==> src/design/csbu_pkg.sv <==
// Purpose: Shared constants and types of the compare, skip and branch unit
// Assumes: 8-bit status register, word-addressed program counter
// Notes:   Instruction kinds arrive already decoded from the core decoder
package csbu_pkg;

    localparam int DATA_W = 8;
    localparam int OFS_W  = 7;
    localparam int SEL_W  = 3;
    localparam int CYC_W  = 2;

    // Status register bit positions
    localparam int SR_C = 0;
    localparam int SR_Z = 1;
    localparam int SR_N = 2;
    localparam int SR_V = 3;
    localparam int SR_S = 4;
    localparam int SR_H = 5;
    localparam int SR_T = 6;
    localparam int SR_I = 7;

    localparam int MSB_BIT  = 7;
    localparam int HALF_BIT = 3;

    // Cycle counts
    localparam logic [CYC_W-1:0] CYC_ONE   = 2'h1;
    localparam logic [CYC_W-1:0] CYC_TWO   = 2'h2;
    localparam logic [CYC_W-1:0] CYC_THREE = 2'h3;

    // Program counter steps
    localparam int PC_STEP_NEXT  = 1;
    localparam int PC_STEP_SKIP1 = 2;
    localparam int PC_STEP_SKIP2 = 3;

    localparam logic [DATA_W-1:0] STATUS_REGISTER_RST = 8'h00;

    typedef enum logic [4:0] {
        op_none,
        op_cmp_skip_eq,
        op_cmp_reg,
        op_cmp_reg_with_carry,
        op_cmp_immediate,
        op_skip_reg_bit_clear,
        op_skip_reg_bit_set,
        op_skip_io_bit_clear,
        op_skip_io_bit_set,
        op_branch_status_bit_set,
        op_branch_status_bit_clear,
        op_branch_equal,
        op_branch_not_equal,
        op_branch_carry_set,
        op_branch_carry_clear,
        op_branch_same_or_higher,
        op_branch_lower,
        op_branch_minus,
        op_branch_plus,
        op_branch_signed_ge,
        op_branch_signed_lt,
        op_branch_half_carry_set,
        op_branch_half_carry_clear,
        op_branch_transfer_set,
        op_branch_transfer_clear,
        op_branch_overflow_set,
        op_branch_overflow_clear
    } csbu_op_t;

endpackage

==> src/design/csbu_cmp_flags.sv <==
// Purpose: Compare subtraction and flag results, nothing written back
// Assumes: Operands stable while the request is offered
// Notes:   Purely combinational
`timescale 1ns/100ps
module csbu_cmp_flags (
    input  wire logic [csbu_pkg::DATA_W-1:0] i_lhs,
    input  wire logic [csbu_pkg::DATA_W-1:0] i_rhs,
    input  wire logic                        i_use_carry,
    input  wire logic [csbu_pkg::DATA_W-1:0] i_status_register,
    output logic      [csbu_pkg::DATA_W-1:0] o_status_register_cmp
);
    import csbu_pkg::*;

    logic [DATA_W:0]   diff;
    logic [DATA_W-1:0] res;
    logic              cin;
    logic              zero;

    always_comb begin
        cin  = i_use_carry & i_status_register[SR_C];
        diff = {1'b0, i_lhs} - {1'b0, i_rhs} - {{DATA_W{1'b0}}, cin};
        res  = diff[DATA_W-1:0];
        zero = (res == '0);
        o_status_register_cmp = i_status_register;
        // Difference only updates flags [RULE2]
        o_status_register_cmp[SR_C] = diff[DATA_W];
        o_status_register_cmp[SR_N] = res[MSB_BIT];
        o_status_register_cmp[SR_V] = (i_lhs[MSB_BIT] & ~i_rhs[MSB_BIT] & ~res[MSB_BIT])
                         | (~i_lhs[MSB_BIT] & i_rhs[MSB_BIT] & res[MSB_BIT]);
        o_status_register_cmp[SR_H] = (~i_lhs[HALF_BIT] & i_rhs[HALF_BIT])
                         | (i_rhs[HALF_BIT] & res[HALF_BIT])
                         | (res[HALF_BIT] & ~i_lhs[HALF_BIT]);
        // Carry form keeps zero only if it was already set [RULE2]
        o_status_register_cmp[SR_Z] = i_use_carry ? (zero & i_status_register[SR_Z]) : zero;
    end

endmodule

==> src/design/csbu_cond.sv <==
// Purpose: Evaluates skip and branch conditions
// Assumes: Status register value is current for the instruction
// Notes:   Purely combinational
`timescale 1ns/100ps
module csbu_cond (
    input  wire csbu_pkg::csbu_op_t          i_op,
    input  wire logic [csbu_pkg::DATA_W-1:0] i_rd_val,
    input  wire logic [csbu_pkg::DATA_W-1:0] i_rr_val,
    input  wire logic [csbu_pkg::DATA_W-1:0] i_io_val,
    input  wire logic [csbu_pkg::DATA_W-1:0] i_status_register,
    input  wire logic [csbu_pkg::SEL_W-1:0]  i_bit_sel,
    output logic                             o_is_skip,
    output logic                             o_is_branch,
    output logic                             o_cond
);
    import csbu_pkg::*;

    logic rbit;
    logic iobit;
    logic sbit;
    logic n_xor_v;

    always_comb begin
        rbit    = i_rr_val[i_bit_sel];
        iobit   = i_io_val[i_bit_sel];
        sbit    = i_status_register[i_bit_sel];
        n_xor_v = i_status_register[SR_N] ^ i_status_register[SR_V];
        o_is_skip   = 1'b0;
        o_is_branch = 1'b1;
        o_cond      = 1'b0;
        case (i_op)
            op_cmp_skip_eq: begin
                o_is_skip   = 1'b1;
                o_is_branch = 1'b0;
                o_cond      = (i_rd_val == i_rr_val); // [RULE1]
            end
            op_skip_reg_bit_clear: begin
                o_is_skip   = 1'b1;
                o_is_branch = 1'b0;
                o_cond      = ~rbit; // [RULE3]
            end
            op_skip_reg_bit_set: begin
                o_is_skip   = 1'b1;
                o_is_branch = 1'b0;
                o_cond      = rbit; // [RULE4]
            end
            op_skip_io_bit_clear: begin
                o_is_skip   = 1'b1;
                o_is_branch = 1'b0;
                o_cond      = ~iobit; // [RULE5]
            end
            op_skip_io_bit_set: begin
                o_is_skip   = 1'b1;
                o_is_branch = 1'b0;
                o_cond      = iobit; // [RULE6]
            end
            op_branch_status_bit_set:   o_cond = sbit;  // [RULE8]
            op_branch_status_bit_clear: o_cond = ~sbit; // [RULE9]
            op_branch_equal:            o_cond = i_status_register[SR_Z];  // [RULE11]
            op_branch_not_equal:        o_cond = ~i_status_register[SR_Z]; // [RULE11]
            op_branch_carry_set:        o_cond = i_status_register[SR_C];  // [RULE12]
            op_branch_carry_clear:      o_cond = ~i_status_register[SR_C]; // [RULE12]
            op_branch_same_or_higher:   o_cond = ~i_status_register[SR_C]; // [RULE13]
            op_branch_lower:            o_cond = i_status_register[SR_C];  // [RULE13]
            op_branch_minus:            o_cond = i_status_register[SR_N];  // [RULE14]
            op_branch_plus:             o_cond = ~i_status_register[SR_N]; // [RULE14]
            op_branch_signed_ge:        o_cond = ~n_xor_v;      // [RULE15]
            op_branch_signed_lt:        o_cond = n_xor_v;       // [RULE15]
            op_branch_half_carry_set:   o_cond = i_status_register[SR_H];  // [RULE16]
            op_branch_half_carry_clear: o_cond = ~i_status_register[SR_H]; // [RULE16]
            op_branch_transfer_set:     o_cond = i_status_register[SR_T];  // [RULE17]
            op_branch_transfer_clear:   o_cond = ~i_status_register[SR_T]; // [RULE17]
            op_branch_overflow_set:     o_cond = i_status_register[SR_V];  // [RULE18]
            op_branch_overflow_clear:   o_cond = ~i_status_register[SR_V]; // [RULE18]
            default: begin
                o_is_branch = 1'b0;
                o_cond      = 1'b0;
            end
        endcase
    end

endmodule

==> src/design/csbu_top.sv <==
// Purpose: Compare, skip and conditional branch execution for an 8-bit core
// Assumes: Decoder offers one instruction at a time with valid and ready
// Notes:   Results are registered and appear one cycle after acceptance
`timescale 1ns/100ps
// Functional notes
// RULE1 - Compare-skip-if-equal skips next instruction on equal registers, flags unchanged
// RULE2 - Compares form difference, not written back, update Z N V C H
// RULE3 - Skip next instruction when selected register bit is 0
// RULE4 - Skip next instruction when selected register bit is 1
// RULE5 - Skip next instruction when selected I/O register bit is 0
// RULE6 - Skip next instruction when selected I/O register bit is 1
// RULE7 - A skip advances the program counter by 2 or 3
// RULE8 - Generic set branch tests indexed status bit, target PC plus offset plus one
// RULE9 - Generic clear branch is taken when indexed status bit is 0
// RULE10 - Branch target PC plus offset plus one; one cycle untaken, two taken
// RULE11 - Equal and not-equal branches test zero flag
// RULE12 - Carry set and clear branches test carry flag
// RULE13 - Same-or-higher branches on carry 0, lower on carry 1
// RULE14 - Minus and plus branches test negative flag
// RULE15 - Signed branches test negative XOR overflow
// RULE16 - Half-carry branches test half-carry flag
// RULE17 - Transfer-bit branches test the transfer flag
// RULE18 - Overflow branches test the overflow flag
// RULE19 - Branch offset is signed, reach minus 64 to plus 63 words
// RULE20 - Skip costs one, two or three cycles by skipped length
module csbu_top #(
    parameter int PC_W = 16
) (
    input  wire logic                         i_clk_sys,
    input  wire logic                         i_srst,
    input  wire logic                         i_op_valid,
    output logic                              o_op_ready,
    input  wire csbu_pkg::csbu_op_t           i_op,
    input  wire logic [csbu_pkg::DATA_W-1:0]  i_rd_val,
    input  wire logic [csbu_pkg::DATA_W-1:0]  i_rr_val,
    input  wire logic [csbu_pkg::DATA_W-1:0]  i_imm,
    input  wire logic [csbu_pkg::DATA_W-1:0]  i_io_val,
    input  wire logic [csbu_pkg::SEL_W-1:0]   i_bit_sel,
    input  wire logic [csbu_pkg::OFS_W-1:0]   i_offset,
    input  wire logic [PC_W-1:0]              i_pc,
    input  wire logic                         i_next_two_word,
    input  wire logic [csbu_pkg::DATA_W-1:0]  i_status_register,
    output logic                              o_done,
    output logic                              o_pc_we,
    output logic      [PC_W-1:0]              o_pc_value,
    output logic                              o_status_register_we,
    output logic      [csbu_pkg::DATA_W-1:0]  o_status_register_value,
    output logic      [csbu_pkg::CYC_W-1:0]   o_cycles,
    output logic                              o_taken
);
    import csbu_pkg::*;

    // Refuse a program counter no wider than the signed offset
    if (PC_W < OFS_W + 1) begin : g_pc_w_check
        $error("PC_W too small for the branch offset");
    end

    typedef enum logic [1:0] {
        st_idle,
        st_stall
    } csbu_state_t;

    // Combinational decode results
    logic                is_cmp;
    logic                is_skip;
    logic                is_branch;
    logic                cond;
    logic [DATA_W-1:0]   cmp_rhs;
    logic [DATA_W-1:0]   status_register_cmp;
    logic                accept;

    // Sequencer state
    csbu_state_t         state_r;
    csbu_state_t         state_nxt;
    logic [CYC_W-1:0]    stall_r;
    logic [CYC_W-1:0]    stall_nxt;

    // Result registers
    logic                done_r;
    logic                done_nxt;
    logic                pc_we_r;
    logic                pc_we_nxt;
    logic [PC_W-1:0]     pc_val_r;
    logic [PC_W-1:0]     pc_val_nxt;
    logic                status_register_we_r;
    logic                status_register_we_nxt;
    logic [DATA_W-1:0]   status_register_val_r;
    logic [DATA_W-1:0]   status_register_val_nxt;
    logic [CYC_W-1:0]    cycles_r;
    logic [CYC_W-1:0]    cycles_nxt;
    logic                taken_r;
    logic                taken_nxt;

    // Sign extend the word offset to program counter width
    function automatic logic [PC_W-1:0] sext_ofs(input logic [OFS_W-1:0] ofs);
        sext_ofs = {{(PC_W-OFS_W){ofs[OFS_W-1]}}, ofs};
    endfunction

    // Program counter plus a small step
    function automatic logic [PC_W-1:0] pc_plus(input logic [PC_W-1:0] pc,
                                                input int              step);
        pc_plus = pc + PC_W'(step);
    endfunction

    csbu_cmp_flags u_cmp (
        .i_lhs       (i_rd_val),
        .i_rhs       (cmp_rhs),
        .i_use_carry (i_op == op_cmp_reg_with_carry),
        .i_status_register      (i_status_register),
        .o_status_register_cmp  (status_register_cmp)
    );

    csbu_cond u_cond (
        .i_op        (i_op),
        .i_rd_val    (i_rd_val),
        .i_rr_val    (i_rr_val),
        .i_io_val    (i_io_val),
        .i_status_register      (i_status_register),
        .i_bit_sel   (i_bit_sel),
        .o_is_skip   (is_skip),
        .o_is_branch (is_branch),
        .o_cond      (cond)
    );

    always_comb begin
        is_cmp  = (i_op == op_cmp_reg) || (i_op == op_cmp_reg_with_carry)
                || (i_op == op_cmp_immediate);
        cmp_rhs = (i_op == op_cmp_immediate) ? i_imm : i_rr_val; // [RULE2]
        accept  = i_op_valid && (state_r == st_idle);
        o_op_ready = (state_r == st_idle);
    end

    // Next state and results
    always_comb begin
        state_nxt    = state_r;
        stall_nxt    = stall_r;
        done_nxt     = 1'b0;
        pc_we_nxt    = 1'b0;
        pc_val_nxt   = pc_val_r;
        status_register_we_nxt  = 1'b0;
        status_register_val_nxt = status_register_val_r;
        cycles_nxt   = cycles_r;
        taken_nxt    = 1'b0;
        case (state_r)
            st_idle: begin
                if (accept) begin
                    done_nxt   = 1'b1;
                    pc_we_nxt  = 1'b1;
                    pc_val_nxt = pc_plus(i_pc, PC_STEP_NEXT);
                    cycles_nxt = CYC_ONE;
                    if (is_cmp) begin
                        status_register_we_nxt  = 1'b1; // [RULE2]
                        status_register_val_nxt = status_register_cmp;
                    end else if (is_skip && cond) begin
                        taken_nxt = 1'b1;
                        if (i_next_two_word) begin
                            pc_val_nxt = pc_plus(i_pc, PC_STEP_SKIP2); // [RULE7]
                            cycles_nxt = CYC_THREE; // [RULE20]
                        end else begin
                            pc_val_nxt = pc_plus(i_pc, PC_STEP_SKIP1); // [RULE7]
                            cycles_nxt = CYC_TWO; // [RULE20]
                        end
                    end else if (is_branch && cond) begin
                        taken_nxt  = 1'b1;
                        // Signed offset from the next instruction [RULE19] [RULE10]
                        pc_val_nxt = pc_plus(i_pc, PC_STEP_NEXT) + sext_ofs(i_offset);
                        cycles_nxt = CYC_TWO; // [RULE10]
                    end
                    if (cycles_nxt != CYC_ONE) begin
                        state_nxt = st_stall;
                        stall_nxt = cycles_nxt - CYC_ONE;
                    end
                end
            end
            st_stall: begin
                // Hold off the decoder for the extra cycles [RULE20] [RULE10]
                stall_nxt = stall_r - CYC_ONE;
                if (stall_r == CYC_ONE) begin
                    state_nxt = st_idle;
                end
            end
            default: begin
                state_nxt = st_idle;
                stall_nxt = '0;
            end
        endcase
    end

    always_ff @(posedge i_clk_sys) begin
        if (i_srst) begin
            state_r    <= st_idle;
            stall_r    <= '0;
            done_r     <= 1'b0;
            pc_we_r    <= 1'b0;
            pc_val_r   <= '0;
            status_register_we_r  <= 1'b0;
            status_register_val_r <= STATUS_REGISTER_RST;
            cycles_r   <= '0;
            taken_r    <= 1'b0;
        end else begin
            state_r    <= state_nxt;
            stall_r    <= stall_nxt;
            done_r     <= done_nxt;
            pc_we_r    <= pc_we_nxt;
            pc_val_r   <= pc_val_nxt;
            status_register_we_r  <= status_register_we_nxt;
            status_register_val_r <= status_register_val_nxt;
            cycles_r   <= cycles_nxt;
            taken_r    <= taken_nxt;
        end
    end

    always_comb begin
        o_done       = done_r;
        o_pc_we      = pc_we_r;
        o_pc_value   = pc_val_r;
        o_status_register_we    = status_register_we_r;
        o_status_register_value = status_register_val_r;
        o_cycles     = cycles_r;
        o_taken      = taken_r;
    end

endmodule

==> config.mk <==
export PLATFORM = sky130hd
export DESIGN_NAME = csbu_top
export DESIGN_NICKNAME = d
export VERILOG_FILES = /design/src/design/csbu_pkg.sv /design/src/design/csbu_cmp_flags.sv /design/src/design/csbu_cond.sv /design/src/design/csbu_top.sv
export SDC_FILE = /design/constraint.sdc
export NUM_CORES = 1
export LEC_CHECK = 0
export ABC_AREA = 1
export BUFFER_PORTS_ARGS = -buffer_cell sky130_fd_sc_hd__clkbuf_2
export CAP_MARGIN = 20
export CORE_ASPECT_RATIO = 0.5
export CORE_MARGIN = 3
export CORE_UTILIZATION = 50
export CTS_CLUSTER_DIAMETER = 60
export DETAILED_ROUTE_END_ITERATION = 16
export HOLD_SLACK_MARGIN = 0.08
export PLACE_DENSITY = 0.78
export SYNTH_ARGS = -nofsm -noshare
export SYNTH_HDL_FRONTEND = slang
export SYNTH_SLANG_ARGS = --single-unit
==> constraint.sdc <==
create_clock -name i_clk_sys -period 3.07 [get_ports i_clk_sys]
set_input_delay 0.614 -clock i_clk_sys [delete_from_list [all_inputs] [get_ports i_clk_sys]]
set_output_delay 0.614 -clock i_clk_sys [all_outputs]
set_load 0.01 [all_outputs]
==> flow_metrics.py <==
metrics = {
    "clock_tree": {
        "htree_levels": 2,
        "cts_setup_buffers": 0,
        "clockBufferDepth": 2,
        "cts.sinks": 32,
        "numCtsBuffers": 5,
        "cts.hold.buffers_added": 0,
        "cts-root-buf": "clkbuf_16",
        "clkLatencyLatePin_ps": 280,
        "cts_tree": "built",
        "clkTransAtPathRegs_ps": 60,
    },
    "worst_setup_path": {
        "critical_path_buf_inv_count": 2,
        "critPathSlowestCell": "ha_2",
        "cp_max_fo": 5,
        "critPathRequiredTime_ps": 3250,
        "worstSetupPathType": "input pin to register",
        "worst-r2r-setup-slack_ps": 1320,
        "cp_top_family": "simple AND/OR/NAND/NOR gates",
        "cp-startpoint": "i_pc[1]",
        "r2r_cells": 10,
        "cp_data_arrival_time_ps": 3120,
        "worst_path_most_repeated_cell": "nand3_1",
        "worstSetupPathDepth": 15,
        "critPathMaxStageDelay_ps": 360,
        "startpoint_type": "input pin",
        "endpoint_kind": "register",
        "r2r_start": "state_r[0]$_SDFFE_PP0P_",
        "crit_chain": "clkbuf_2 -> ha_1 -> inv_1 -> nor3_4 -> nand3_1 -> xor2_2 -> ha_2 -> a21oi_1 -> o21ai_0 -> a211oi_2 -> nand3b_1 -> nand3_1 -> nand3_1 -> nand3_1 -> nand2_1",
        "r2r-end": "o_pc_value[7]$_SDFFE_PP0P_",
    },
    "power_and_ir_drop": {
        "power_leakage_uw": 0.00331,
        "finalPower_uw": 1920,
        "p_sw_share_pct": 40.0,
        "powerDensity_nw_per_um2": 323,
        "clkPwrFrac_pct": 26.4,
        "pwr-share-comb_pct": 48.4,
        "vdd_ir_drop_max_uv": 256,
        "p_seq_share_pct": 25.2,
        "p_int_uw": 1150,
        "p_switching_uw": 765,
    },
    "floorplan": {
        "die_area_um2": 10400,
        "core_um2": 8830,
        "rows": 24,
        "dieHeight_um": 73.8,
        "io-pin-count": 106,
        "start_util_pct": 52.0,
        "die_x_um": 142,
    },
    "drt": {
        "routed_wl_mm": 14.5,
        "dr.pass1.iters": 5,
        "drc": 0,
        "drtIter0Drc": 373,
        "drtAntennaViolNets": 0,
        "vias": 5572,
        "route.detailed.wl_per_inst_um": 13.7,
        "vias_per_cell": 5.24,
    },
    "synth": {
        "synth_fp_nets": 892,
        "yosysWarnings": 0,
        "async_reset_ff_share_pct": 0,
        "netlist_area_um2": 4590,
        "synth-seq-cells": 32,
        "synthCells": 778,
        "synth.distinct_cells": 47,
        "syn_avg_cell_area_um2": 5.90,
        "synth-edff-count": 0,
        "ys_seq_area_share_pct": 13.9,
        "synth_ff_type": "dfxtp_1",
    },
    "timing": {
        "hold_viol": 0,
        "worst_pin_slew_ps": 427,
        "setup_violations": 0,
        "max_freq_mhz": 340,
        "relSlewSlack_pct": 71.4,
        "skew_ps": 1.44,
        "slew_violations": 0,
        "min_period_over_period_pct": 95.9,
        "rsz0062_at_grt": "yes",
        "fin_crit_ps": 2950,
    },
    "cells_and_area": {
        "final_nets": 1060,
        "stdcell_count": 1064,
        "area_growth_pct": 29.3,
        "fill_cells": 829,
        "diodes": 0,
        "postLayoutCellArea_um2": 5940,
        "drive_gt1_share_pct": 25.7,
    },
    "place": {
        "dp.cells": 1056,
        "hpwl_mm": 11.9,
        "placed_area_um2": 5710,
        "gp_congestion": 0.982,
        "port_buffers": 105,
    },
    "global_routing": {
        "overflow": 0,
        "grt_pass1_wl_mm": 23.2,
        "grt_pass1_vias": 5083,
        "antenna_found_initial": 0,
        "track_usage_pct": 26.9,
        "grt_max_degree": 18,
    },
    "hold_path": {
        "hold_path_end": "o_pc_value[5]$_SDFFE_PP0P_",
        "whs_path_depth": 2,
        "hold_class": "register to register",
        "holdCritStartpoint": "o_pc_value[5]$_SDFFE_PP0P_",
    },
    "flow_run": {
        "drv_cap": 0,
    },
    "outcome": {
        "status": "complete, no violations",
    },
}
-- final cells by class --
class	instances	area (µm²)	share of cell area [%]
tap	117	146	2.47
inverter	121	458	7.71
timing repair buffer	179	1080	18.2
clock inverter	3	23.8	0.400
sequential	32	641	10.8
clock buffer	5	125	2.11
multi-input combinational	607	3460	58.3
-- cells in the final DEF (no fill, tap or decap), drive strengths merged --
master	Yosys	routed
nor3b	1	1
nor3	12	12
o21a	1	1
ha	36	36
a31o	1	1
o211ai	7	7
a31oi	3	3
o21bai	2	2
a22oi	2	2
a21o	4	4
dfxtp	32	32
nor2	84	84
a21boi	2	2
nand3	77	77
o31ai	1	1
or2	4	4
inv	120	120
clkbuf	4	110
o2111ai	1	1
a21oi	41	41
xnor2	12	12
buf	14	74
nor4	2	2
a22o	1	1
nand3b	5	5
and2	2	2
fa	3	3
a211oi	1	1
nand4	12	12
clkinvlp	0	2
o32ai	1	1
xor2	33	33
nand2	216	216
o21ai	40	40
clkinv	1	2
-- worst max-delay path by stage --
stage,end,slack [ps]
6_report,o_pc_value[13]$_SDFFE_PP0P_,120
5_1_grt,o_pc_value[13]$_SDFFE_PP0P_,-40
4_1_cts,o_pc_value[13]$_SDFFE_PP0P_,80
3_5_place_dp,o_pc_value[15]$_SDFFE_PP0P_,-180
3_3_place_gp,o_pc_value[13]$_SDFFE_PP0P_,-150
2_1_floorplan,o_status_register_value[0]$_SDFFE_PP0P_,20
-- synth_stat cells, types with 6 or more instances --
library cell	instances	share of area, %
nand2_1	209	17
inv_1	111	9.1
nand3_1	73	8.0
nor2_1	72	5.9
a21oi_1	39	4.2
ha_1	36	9.8
o21ai_0	34	3.7
xor2_1	33	6.3
dfxtp_1	32	14
nand4_1	12	1.6
xnor2_1	12	2.3
nor2_2	11	1.5
nor3_1	10	1.1
inv_2	8	0.65
nand2_2	7	0.95
o211ai_1	7	1.1
o21ai_1	6	0.65
-- per-stage QoR --
| stage | setup slack [ps] | utilization, % | hold WS, ps | TNS, ps |
|---|---|---|---|---|
| final | 125 | 67.3 | 450 | 0 |
| after detailed placement | -178 | 64.7 | 440 | -1070 |
| after floorplan | 18.6 | - | 476 | 0 |
| after CTS | 75.3 | 66.4 | 453 | 0 |
| after global routing | -38.0 | 67.3 | 474 | -50.8 |
| after global placement | -146 | 64.7 | 437 | -635 |
-- cells by family (layout without fill, tap and decap cells) --
kind of cell	Yosys count	in the layout	synth area share (%)
and+or+nand+nor	415	415	40.0
buffers and inverters	139	308	12.6
AOI/OAI and AO/OA	108	108	13.7
xor gates and xnor gates	45	45	8.58
adders and majority gates	39	39	11.1
DFF	32	32	13.9
-- tightest hold or removal path, stage by stage, from the launching register on --
cell	delay (ps)
dfxtp_1	310
nand2_1	60
nand2_1	40
-- metal layers --
layer  share of wire [%]  GRT usage, %  wire length [µm]  vias up
met2                  46          47.6              6660      247
met4                 1.7          5.85               242        0
li1                    -             -                 -     2846
met5                   0             0                 0        -
met3                 6.7          2.93               981       26
met1                  46          35.8              6660     2453
-- state kept, by name, summed over array words and instances, names as in the netlist --
register                 count
o_cycles                     2
o_pc_value                  16
o_pc_we                      1
o_status_register_value      8
o_status_register_we         1
o_taken                      1
stall_r                      2
state_r                      1
-- power by group through the flow --
stage	registers [µW]	logic [µW]	clock network, µW
floorplan	504	540	0
global placement	489	873	0
detailed placement	490	887	0
CTS	482	895	505
global route	486	1030	533
finish	482	927	506
-- timing repair --
item | 4_1_cts | 5_1_grt
endpoints found under the hold margin | 0 | 0
setup endpoints to repair | 0 | 9
resized for setup | 0 | 16
Power figures use the tool's default switching activity.
